==> src/hdl/sowdt_pkg.sv <==
// package for the super i/o watchdog and power-led block
// assumes a 40 MHz system clock and an 8-bit i/o port interface from the host
package sowdt_pkg;

    // ==========================================================
    // i/o ports and keys
    localparam logic [7:0] PORT_INDEX = 8'h2e;
    localparam logic [7:0] PORT_DATA = 8'h2f;
    localparam logic [7:0] KEY_ENTER = 8'h87;
    localparam logic [7:0] KEY_EXIT = 8'haa;

    // ==========================================================
    // configuration indices
    localparam logic [7:0] IDX_DEV_SEL = 8'h07;
    localparam logic [7:0] IDX_MODE = 8'hf5;
    localparam logic [7:0] IDX_COUNT = 8'hf6;
    localparam logic [7:0] IDX_CTRL = 8'hf7;
    // logical device that holds the watchdog; value arbitrary
    localparam logic [7:0] WDT_DEV_NUM = 8'h08;
    localparam logic [7:0] RESET_BYTE = 8'h00;

    // ==========================================================
    // field positions
    localparam int MODE_LED_HI = 7;
    localparam int MODE_LED_LO = 5;
    localparam int MODE_FAST = 4;
    localparam int MODE_MINUTE = 3;
    localparam int MODE_KBC_EDGE = 2;
    localparam int MODE_KB_RESET_EN = 1;
    localparam int CTRL_MOUSE = 7;
    localparam int CTRL_KBD = 6;
    localparam int CTRL_FORCE = 5;
    localparam int CTRL_STATUS = 4;
    localparam int CTRL_IRQ_HI = 3;
    localparam logic [3:0] IRQ_SEL_MGMT = 4'h2;

    // ==========================================================
    // timing
    localparam int CLK_HZ = 40_000_000;
    localparam int TICK_MS_NS = 1_000_000;
    // one fast unit is 1 ms; a second is 1000 of them
    localparam int MS_CYCLES = CLK_HZ / 1000;
    localparam int UNITS_PER_SEC = 1000;
    localparam int SEC_PER_MIN = 60;
    // keyboard-reset pulse width
    localparam int RESET_PULSE_NS = 1000;
    localparam int PULSE_CYCLES = (RESET_PULSE_NS * (CLK_HZ / 1_000_000)) / 1000;
    // led half periods in ms: 4Hz, 2Hz, 1Hz, 0.5Hz, 0.25Hz
    localparam int HALF_4HZ_MS = 125;
    localparam int HALF_2HZ_MS = 250;
    localparam int HALF_1HZ_MS = 500;
    localparam int HALF_05HZ_MS = 1000;
    localparam int HALF_025HZ_MS = 2000;

    // ==========================================================
    // types
    typedef enum logic [1:0] {
        CFG_WAIT = 2'b00,
        CFG_KEY1 = 2'b01,
        CFG_OPEN = 2'b10
    } sowdt_cfg_t;

    typedef struct packed {
        logic wr;
        logic rd;
        logic [7:0] addr;
        logic [7:0] data;
    } sowdt_io_t;

    typedef struct packed {
        logic kbd_irq;
        logic mouse_irq;
        logic kbc_reset;
    } sowdt_evt_t;

endpackage : sowdt_pkg

==> src/hdl/sowdt_top.sv <==
// watchdog with power-led control behind an index/data configuration port
// assumes host i/o cycles arrive as one-cycle strobes synchronous to CLK_SYS
`timescale 1ns/1ps
`default_nettype none
// Functional notes
// - Two back-to-back writes of 87h to port 2Eh from wait-for-key open configuration mode.
// - While open, port 2Eh holds the register index and port 2Fh carries register data.
// - One write of 0aah to the index port closes configuration mode.
// - Index 07h selects the logical device and non-global accesses go to that device.
// - Mode bits 7-5 set the power led to high, low or a 50% blink at a chosen rate.
// - Mode bit 3 selects seconds when clear and minutes when set as the counting unit.
// - Mode bit 4 makes the counting unit 1000 times shorter.
// - With mode bit 2 set, a rising edge of the controller reset line forces a timeout.
// - With mode bit 1 set, every timeout sends a low pulse out on the keyboard reset pin.
// - Count 0 stops the counter so only forced timeouts occur, and count N times out after N units.
// - With control bit 7 set, a mouse interrupt reloads the counter.
// - With control bit 6 set, a keyboard interrupt reloads the counter.
// - Writing one to control bit 5 forces a timeout and the bit never stays set.
// - Control bit 4 reads one after a timeout and stays set until software writes it to zero.
// - Control bits 3-0 pick the timeout interrupt line, with 2 meaning the management line.
module sowdt_top (
    // clock and reset
    input wire logic CLK_SYS,
    input wire logic RST_N,
    // host i/o port
    input wire sowdt_pkg::sowdt_io_t IO_REQ,
    output logic [7:0] IO_RDATA,
    output logic IO_RVALID,
    // system events
    input wire sowdt_pkg::sowdt_evt_t EVT_IN,
    // outputs
    output logic WATCHDOG_TIMEOUT_OUT_N,
    output logic POWER_LED_OUTPUT,
    output logic KEYBOARD_RESET_PIN_N,
    output logic WDT_IRQ,
    output logic [3:0] WDT_IRQ_SEL,
    output logic SYSTEM_MANAGEMENT_INTERRUPT
);
    sowdt_pkg::sowdt_cfg_t cfg_r;
    logic [7:0] index_r;
    logic [7:0] dev_num_r;
    logic [7:0] mode_r;
    logic [7:0] count_r;
    logic mouse_en_r;
    logic kbd_en_r;
    logic status_r;
    logic [3:0] irq_sel_r;
    logic [7:0] cnt_r;
    logic [15:0] unit_r;
    logic running_r;
    logic kbc_d_r;
    logic [7:0] pulse_r;
    logic [7:0] rdata_nxt;
    logic ms_tick;
    logic idx_wr;
    logic dat_wr;
    logic dat_rd;
    logic wdt_sel;
    logic wr_count;
    logic wr_ctrl;
    logic reload;
    logic force_to;
    logic unit_done;
    logic count_out;
    logic timeout;
    logic [15:0] unit_len;

    // ==========================================================
    // port decode
    assign idx_wr = IO_REQ.wr && IO_REQ.addr == sowdt_pkg::PORT_INDEX;
    assign dat_wr = IO_REQ.wr && IO_REQ.addr == sowdt_pkg::PORT_DATA
        && cfg_r == sowdt_pkg::CFG_OPEN;
    assign dat_rd = IO_REQ.rd && IO_REQ.addr == sowdt_pkg::PORT_DATA
        && cfg_r == sowdt_pkg::CFG_OPEN;
    assign wdt_sel = dev_num_r == sowdt_pkg::WDT_DEV_NUM;
    assign wr_count = dat_wr && wdt_sel && index_r == sowdt_pkg::IDX_COUNT;
    assign wr_ctrl = dat_wr && wdt_sel && index_r == sowdt_pkg::IDX_CTRL;

    // ==========================================================
    // key sequence; any other index write breaks a half-entered key
    always_ff @(posedge CLK_SYS or negedge RST_N) begin
        if (!RST_N) begin
            cfg_r <= sowdt_pkg::CFG_WAIT;
        end else if (idx_wr) begin
            unique case (cfg_r)
                sowdt_pkg::CFG_WAIT:
                    cfg_r <= (IO_REQ.data == sowdt_pkg::KEY_ENTER) ?
                        sowdt_pkg::CFG_KEY1 : sowdt_pkg::CFG_WAIT;
                sowdt_pkg::CFG_KEY1:
                    cfg_r <= (IO_REQ.data == sowdt_pkg::KEY_ENTER) ?
                        sowdt_pkg::CFG_OPEN : sowdt_pkg::CFG_WAIT;
                sowdt_pkg::CFG_OPEN:
                    if (IO_REQ.data == sowdt_pkg::KEY_EXIT) begin
                        cfg_r <= sowdt_pkg::CFG_WAIT;
                    end
                default: cfg_r <= sowdt_pkg::CFG_WAIT;
            endcase
        end else if (IO_REQ.wr && IO_REQ.addr != sowdt_pkg::PORT_DATA
                     && cfg_r == sowdt_pkg::CFG_KEY1) begin
            cfg_r <= sowdt_pkg::CFG_KEY1;
        end
    end

    // ==========================================================
    // index latch, only while open
    always_ff @(posedge CLK_SYS or negedge RST_N) begin
        if (!RST_N) begin
            index_r <= sowdt_pkg::RESET_BYTE;
        end else if (idx_wr && cfg_r == sowdt_pkg::CFG_OPEN
                     && IO_REQ.data != sowdt_pkg::KEY_EXIT) begin
            index_r <= IO_REQ.data;
        end
    end

    // ==========================================================
    // logical device number, global
    always_ff @(posedge CLK_SYS or negedge RST_N) begin
        if (!RST_N) begin
            dev_num_r <= sowdt_pkg::RESET_BYTE;
        end else if (dat_wr && index_r == sowdt_pkg::IDX_DEV_SEL) begin
            dev_num_r <= IO_REQ.data;
        end
    end

    // ==========================================================
    // mode register
    always_ff @(posedge CLK_SYS or negedge RST_N) begin
        if (!RST_N) begin
            mode_r <= sowdt_pkg::RESET_BYTE;
        end else if (dat_wr && wdt_sel && index_r == sowdt_pkg::IDX_MODE) begin
            mode_r <= IO_REQ.data;
        end
    end

    // ==========================================================
    // timeout count register
    always_ff @(posedge CLK_SYS or negedge RST_N) begin
        if (!RST_N) begin
            count_r <= sowdt_pkg::RESET_BYTE;
        end else if (wr_count) begin
            count_r <= IO_REQ.data;
        end
    end

    // ==========================================================
    // control register; force bit is write only and never stored
    always_ff @(posedge CLK_SYS or negedge RST_N) begin
        if (!RST_N) begin
            mouse_en_r <= 1'b0;
            kbd_en_r <= 1'b0;
            irq_sel_r <= 4'h0;
        end else if (wr_ctrl) begin
            mouse_en_r <= IO_REQ.data[sowdt_pkg::CTRL_MOUSE];
            kbd_en_r <= IO_REQ.data[sowdt_pkg::CTRL_KBD];
            irq_sel_r <= IO_REQ.data[sowdt_pkg::CTRL_IRQ_HI:0];
        end
    end

    // status flag: a timeout in the same cycle as a software clear wins
    always_ff @(posedge CLK_SYS or negedge RST_N) begin
        if (!RST_N) begin
            status_r <= 1'b0;
        end else if (timeout) begin
            status_r <= 1'b1;
        end else if (wr_ctrl) begin
            status_r <= IO_REQ.data[sowdt_pkg::CTRL_STATUS];
        end
    end

    // ==========================================================
    // event sources
    always_ff @(posedge CLK_SYS or negedge RST_N) begin
        if (!RST_N) begin
            kbc_d_r <= 1'b0;
        end else begin
            kbc_d_r <= EVT_IN.kbc_reset;
        end
    end

    assign force_to = (wr_ctrl && IO_REQ.data[sowdt_pkg::CTRL_FORCE])
        || (mode_r[sowdt_pkg::MODE_KBC_EDGE] && EVT_IN.kbc_reset && !kbc_d_r);
    assign reload = (mouse_en_r && EVT_IN.mouse_irq)
        || (kbd_en_r && EVT_IN.kbd_irq);

    // ==========================================================
    // unit prescaler: ms ticks per unit
    always_comb begin
        unique case ({mode_r[sowdt_pkg::MODE_FAST], mode_r[sowdt_pkg::MODE_MINUTE]})
            2'b00: unit_len = 16'(sowdt_pkg::UNITS_PER_SEC);
            2'b01: unit_len = 16'(sowdt_pkg::UNITS_PER_SEC * sowdt_pkg::SEC_PER_MIN);
            2'b10: unit_len = 16'h0001;
            2'b11: unit_len = 16'(sowdt_pkg::SEC_PER_MIN);
        endcase
    end

    assign unit_done = running_r && ms_tick && unit_r >= unit_len - 16'h0001;
    assign count_out = unit_done && cnt_r == 8'h01;
    assign timeout = count_out || force_to;

    always_ff @(posedge CLK_SYS or negedge RST_N) begin
        if (!RST_N) begin
            unit_r <= 16'h0000;
        end else if (wr_count || reload || !running_r || unit_done) begin
            unit_r <= 16'h0000;
        end else if (ms_tick) begin
            unit_r <= unit_r + 16'h0001;
        end
    end

    // ==========================================================
    // down-counter
    always_ff @(posedge CLK_SYS or negedge RST_N) begin
        if (!RST_N) begin
            cnt_r <= 8'h00;
            running_r <= 1'b0;
        end else if (wr_count) begin
            cnt_r <= IO_REQ.data;
            running_r <= IO_REQ.data != 8'h00;
        end else if (timeout) begin
            cnt_r <= 8'h00;
            running_r <= 1'b0;
        end else if (reload && running_r) begin
            cnt_r <= count_r;
        end else if (unit_done) begin
            cnt_r <= cnt_r - 8'h01;
        end
    end

    // ==========================================================
    // timeout pulse shared by the timeout and keyboard reset pins
    always_ff @(posedge CLK_SYS or negedge RST_N) begin
        if (!RST_N) begin
            pulse_r <= 8'h00;
        end else if (timeout) begin
            pulse_r <= 8'(sowdt_pkg::PULSE_CYCLES);
        end else if (pulse_r != 8'h00) begin
            pulse_r <= pulse_r - 8'h01;
        end
    end

    always_ff @(posedge CLK_SYS or negedge RST_N) begin
        if (!RST_N) begin
            WATCHDOG_TIMEOUT_OUT_N <= 1'b1;
            KEYBOARD_RESET_PIN_N <= 1'b1;
        end else begin
            WATCHDOG_TIMEOUT_OUT_N <= !(timeout || pulse_r > 8'h01);
            KEYBOARD_RESET_PIN_N <= !(mode_r[sowdt_pkg::MODE_KB_RESET_EN]
                && (timeout || pulse_r > 8'h01));
        end
    end

    // ==========================================================
    // interrupt routing: level follows the status flag
    always_ff @(posedge CLK_SYS or negedge RST_N) begin
        if (!RST_N) begin
            WDT_IRQ <= 1'b0;
            SYSTEM_MANAGEMENT_INTERRUPT <= 1'b0;
        end else begin
            WDT_IRQ <= status_r && irq_sel_r != sowdt_pkg::IRQ_SEL_MGMT
                && irq_sel_r != 4'h0;
            SYSTEM_MANAGEMENT_INTERRUPT <= status_r
                && irq_sel_r == sowdt_pkg::IRQ_SEL_MGMT;
        end
    end
    assign WDT_IRQ_SEL = irq_sel_r;

    // ==========================================================
    // read path
    always_comb begin
        rdata_nxt = 8'h00;
        if (index_r == sowdt_pkg::IDX_DEV_SEL) begin
            rdata_nxt = dev_num_r;
        end else if (wdt_sel) begin
            unique case (index_r)
                sowdt_pkg::IDX_MODE: rdata_nxt = mode_r;
                sowdt_pkg::IDX_COUNT: rdata_nxt = count_r;
                sowdt_pkg::IDX_CTRL: rdata_nxt = {mouse_en_r, kbd_en_r, 1'b0,
                    status_r, irq_sel_r};
                default: rdata_nxt = 8'h00;
            endcase
        end
    end

    always_ff @(posedge CLK_SYS or negedge RST_N) begin
        if (!RST_N) begin
            IO_RDATA <= 8'h00;
            IO_RVALID <= 1'b0;
        end else begin
            IO_RDATA <= dat_rd ? rdata_nxt : 8'h00;
            IO_RVALID <= dat_rd;
        end
    end

    // ==========================================================
    // time base and led
    sowdt_tick u_tick (
        .clk(CLK_SYS),
        .rst_n(RST_N),
        .led_mode(mode_r[sowdt_pkg::MODE_LED_HI:sowdt_pkg::MODE_LED_LO]),
        .ms_tick(ms_tick),
        .led_out(POWER_LED_OUTPUT)
    );
endmodule : sowdt_top
`default_nettype wire

==> src/hdl/sowdt_tick.sv <==
// millisecond tick and led blink generator
// assumes the shared 40 MHz clock; one pulse per millisecond
`timescale 1ns/1ps
`default_nettype none
module sowdt_tick (
    // clock and reset
    input wire logic clk,
    input wire logic rst_n,
    // led mode field
    input wire logic [2:0] led_mode,
    // outputs
    output logic ms_tick,
    output logic led_out
);
    logic [15:0] pre_r;
    logic [11:0] ms_r;
    logic [11:0] half_ms;

    // ==========================================================
    // prescaler
    always_ff @(posedge clk or negedge rst_n) begin
        if (!rst_n) begin
            pre_r <= 16'h0000;
        end else if (pre_r == 16'(sowdt_pkg::MS_CYCLES - 1)) begin
            pre_r <= 16'h0000;
        end else begin
            pre_r <= pre_r + 16'h0001;
        end
    end
    assign ms_tick = (pre_r == 16'(sowdt_pkg::MS_CYCLES - 1));

    // ==========================================================
    // blink half period; all rates share one 50% toggle
    always_comb begin
        unique case (led_mode)
            3'b001: half_ms = 12'(sowdt_pkg::HALF_05HZ_MS);
            3'b011: half_ms = 12'(sowdt_pkg::HALF_2HZ_MS);
            3'b100: half_ms = 12'(sowdt_pkg::HALF_1HZ_MS);
            3'b101: half_ms = 12'(sowdt_pkg::HALF_4HZ_MS);
            3'b110, 3'b111: half_ms = 12'(sowdt_pkg::HALF_025HZ_MS);
            3'b000, 3'b010: half_ms = 12'(sowdt_pkg::HALF_1HZ_MS);
        endcase
    end

    logic blink_r;
    always_ff @(posedge clk or negedge rst_n) begin
        if (!rst_n) begin
            ms_r <= 12'h000;
            blink_r <= 1'b0;
        end else if (ms_tick) begin
            if (ms_r >= half_ms - 12'h001) begin
                ms_r <= 12'h000;
                blink_r <= ~blink_r;
            end else begin
                ms_r <= ms_r + 12'h001;
            end
        end
    end

    always_ff @(posedge clk or negedge rst_n) begin
        if (!rst_n) begin
            led_out <= 1'b1;
        end else begin
            unique case (led_mode)
                3'b000: led_out <= 1'b1;
                3'b010: led_out <= 1'b0;
                default: led_out <= blink_r;
            endcase
        end
    end
endmodule : sowdt_tick
`default_nettype wire

==> config.mk <==
export PLATFORM = sky130hd
export DESIGN_NAME = sowdt_top
export DESIGN_NICKNAME = d
export VERILOG_FILES = /design/src/hdl/sowdt_pkg.sv /design/src/hdl/sowdt_top.sv /design/src/hdl/sowdt_tick.sv
export SDC_FILE = /design/constraint.sdc
export NUM_CORES = 1
export LEC_CHECK = 0
export BUFFER_PORTS_ARGS = -buffer_cell sky130_fd_sc_hd__buf_2
export CAP_MARGIN = 0
export CORE_AREA = 5 5 115 117
export DETAILED_ROUTE_END_ITERATION = 10
export DIE_AREA = 0 0 120 122
export MAX_ROUTING_LAYER = met4
export PLACE_DENSITY = 0.82
export SLEW_MARGIN = 20
export SYNTH_ARGS = -nofsm -noshare
export SYNTH_HDL_FRONTEND = slang
export SYNTH_HIERARCHICAL = 1
export SYNTH_SLANG_ARGS = --single-unit
==> constraint.sdc <==
create_clock -name CLK_SYS -period 2.8 [get_ports CLK_SYS]
set_input_delay 0.42 -clock CLK_SYS [delete_from_list [all_inputs] [get_ports CLK_SYS]]
set_output_delay 0.42 -clock CLK_SYS [all_outputs]
set_load 0.05 [all_outputs]
==> run summary <==
The flow ran to the end, and the final reports show no timing, DRC or antenna violations. The maximum number of pins on one net before global-route repair is 55, and the number of buffers added to fix hold violations after cts is 0. The logs give 0.511 for the proportion of power drawn by the clock network and 14,600 µm² for the area of the die.

The endpoint arrival time on the critical path is 3.08 ns, and the layout overhead on the synthesized area is 17.9%. The tools report the internal power as 3040 µW. Leaving out fill and tap cells, the most frequent cell in the layout is dfrtp_1. Once placement completed, the tool counted placed cells totaling 850.

For the count of maximum capacitance violations, the log shows 0. Counting every instance in the synthesized netlist gives 657. Number of DRC violations after detailed routing: 0. Leaving out fill and tap cells, the most frequent cells in the layout are dfrtp_1 (111), nor2_1 (87), nand2_1 (75). The run gives 920 as the final-layout fill cell count.

The effective utilization at floorplan was 0.525. From left edge to right edge, the die measures 120 µm. The share of final-layout standard cells stronger than drive strength 1 came out at 0.216. The worst setup path is launched from a flop. The most used flip-flop cell after synthesis is dfrtp_1. At the end of the flow, the number of nets in the layout was 787. The die boundary height works out to 122 µm. The run gives 3.13 ns as the critical path data required time. The sum of net half-perimeters after detailed placement was 10.7 mm; the switching power summed over all nets was 964 µW.

Yosys printed 6 warnings. The routed wire length is 15.4 mm, and the ratio of final minimum period to clock period is 0.984. The via total after detailed routing was 5,284; the combinational fraction of design power was 0.041. The worst setup path is of the reg2reg kind. Footprint of the multi-input gates: 3380 µm². Number of global-route vias before repair: 5,273.

In the routed layout, each cell is associated on average with a via count of 5.96. The clock period minus final worst setup slack is 2.76 ns, and the fraction of registers with async set/reset is 1.00. The finished layout holds 887 standard cells, fillers aside. The slew at the pin closest to its max-slew limit works out to 0.740 ns.

The detailed router's first-iteration violation count was 542; the final weighted congestion of routability-driven global placement was 0.959. Row generation in the floorplan step produced 41 rows. The synthesized netlist occupies a cell area of 6430 µm². The worst setup path is captured at a flop. Between clock sinks in the finished design, the worst skew comes to 0.0102 ns.

The worst register-to-register path has a setup slack of 0.04 ns. In this run the tool buffered the top-level ports with 40 buffer cells. For this design the ratio of total power to cell area is 528 nW/µm². The largest vdd supply drop came out at 0.410 mV. The total CTS buffers came out at 17. The first global-routing pass estimated 25.2 mm of wire. The clock transition at the registers of the reported paths is 0.06 ns, and the number of failing hold endpoints at the final stage is 0.

The setup slack after placement is -0.103 ns, and the maximum fanout along the worst path is 10. The tools report the post-route antenna net violation count as 0. The first TritonRoute pass finished after 5 iterations. TritonCTS built the clock tree. The static power due to leakage is 0.00349 µW. 41 I/O pins were placed. The logs give 0.224 for the global router's overall resource usage and 4 for the H-tree depth.

The later pin in the worst-skew pair is clocked with a latency of 0.42 ns. The final core utilization was 0.619. Yosys mapped the design onto 65 distinct sky130hd cell types. The proportion of synthesized chip area in sequential cells came out at 0.460. In this run the clock root is driven by a clkbuf_16. The tightest min-delay check is of the in2async type. Dividing the detail-routed wire length by the instance count gives 17.3 µm.

The run gives 0 as the initial antenna violation count. The proportion of power drawn by flip-flops and latches came out at 0.449. The net switching share of the total power was 0.241; the relative max-transition margin was 0.507. The aggregate global routing overflow was 0. For the total clock sinks, the log shows 118. In the post-route analysis, the smallest setup slack over all paths is 0.0442 ns.

The total count of max-transition violations in the final report came out at 0. Registers take 2960 µm². A synthesized cell averages 9.79 µm². After floorplanning, the core was sized to cover 12,300 µm². For this run, the top clock speed supported by timing is 363 MHz. For the number of antenna cells inserted, the log shows 0. In this run, synthesis inferred 0 flip-flops with an integrated enable. The synthesized design contains 118 register bits. The clock tree buffer depth was 2. Setup violations remaining at the end of the flow were counted as 0.
## cell families (layout without fill, tap and decap cells)
logic type                 after synthesis  count (layout)  synth area share
and+or+nand+nor                        289             289             0.222
muxes                                   30              30            0.0521
xor gates and xnor gates                41              41            0.0558
DFF                                    118             118             0.460
other                                    2               3           0.00117
AOI/OAI and AO/OA                       95              96             0.103
buffers and inverters                   42             120            0.0280
adders and majority gates               40              40            0.0778
## layer usage
layer  share of wire  GRT usage  routed length (µm)
met4           0.037      0.123                 564
met3           0.062     0.0548                 952
met1            0.41      0.263                6340
met2            0.49      0.355                7520
met5               0          -                   0
## cells in the mapped netlist (5+ instances only)
master	n	share of area
and3_1	10	0.0097
nor4_1	7	0.0068
nand2b_1	8	0.0078
a221oi_1	5	0.0068
inv_1	25	0.015
o21ai_0	18	0.014
xor2_1	20	0.027
and2_1	5	0.0049
nand2_1	76	0.044
a221o_2	6	0.011
ha_1	40	0.078
nor2_1	87	0.051
a31oi_1	5	0.0049
dfrtp_1	115	0.45
nor3_1	21	0.016
mux2_2	26	0.046
xnor2_1	21	0.029
a21oi_1	26	0.020
nand3_1	25	0.019
nand4_1	13	0.013
a222oi_1	7	0.011
clkbuf_1	11	0.0064
nor2b_1	6	0.0058
## power groups by stage
stage / Clock (µW) / Combinational [µW] / Sequential [µW]
final: 2040 / 162 / 1800
after global placement: 0 / 157 / 1820
after detailed placement: 0 / 163 / 1820
after floorplan: 0 / 76.0 / 1810
after CTS: 2080 / 164 / 1790
after global routing: 2150 / 184 / 1800
## through the flow
step	hold WS [ns]	total power [µW]	setup TNS [ns]	cell area, µm²
2_1_floorplan	0.124	1890	0	6440
3_5_place_dp	0.450	1980	-0.467	6900
5_1_grt	0.126	4130	-1.13	7580
6_report	0.0688	4000	0	7580
4_1_cts	0.0862	4030	0	7470
3_3_place_gp	0.448	1980	0	6900
## path summary, 6_finish.rpt
check / start / end / cells after the start
worst max-delay path: mode_r[5] / u_tick/blink_r / 9
worst min-delay path: RST_N / u_tick/ms_r[4] / 1
worst max register to register: mode_r[5] / u_tick/blink_r / 9
worst min register to register: u_tick/pre_r[4] / u_tick/pre_r[4] / 1
max in group asynchronous: RST_N / u_tick/blink_r / 2
min in group CLK_SYS: EVT_IN[0] / kbc_d_r / 1
## registers in the layout (all words and copies together) (netlist names), 8 cells and up
signal and count:
cnt_r 8, mode_r 8, u_tick/ms_r 12, unit_r 16, IO_RDATA 8, u_tick/pre_r 16
pulse_r 8, dev_num_r 8, count_r 8, index_r 8
## timing repair
action	4_1_cts	5_1_grt
gates cloned	0	2
endpoints found under the setup margin	9	35
buffers inserted	0	3
gates resized for setup	3	21
pin swaps	1	3
## critical path: stages (launching register included)
cell,delay (ns)
dfrtp_1,0.48
nor2b_1,0.23
nand2_1,0.11
ha_1,0.27
nand2b_1,0.17
a2111oi_2,0.47
o32ai_2,0.18
clkdlybuf4s15_2,0.27
o21ai_0,0.31
xnor2_1,0.17
## cell type report
class	instances	area share
flip-flops and latches	118	0.391
clock buffers	19	0.0571
multi-input cells	499	0.446
clock inverters	13	0.0168
repair buffers	63	0.0516
inverters	25	0.0132
well taps	150	0.0247
Note: power is estimated with default switching activity, not from simulation.
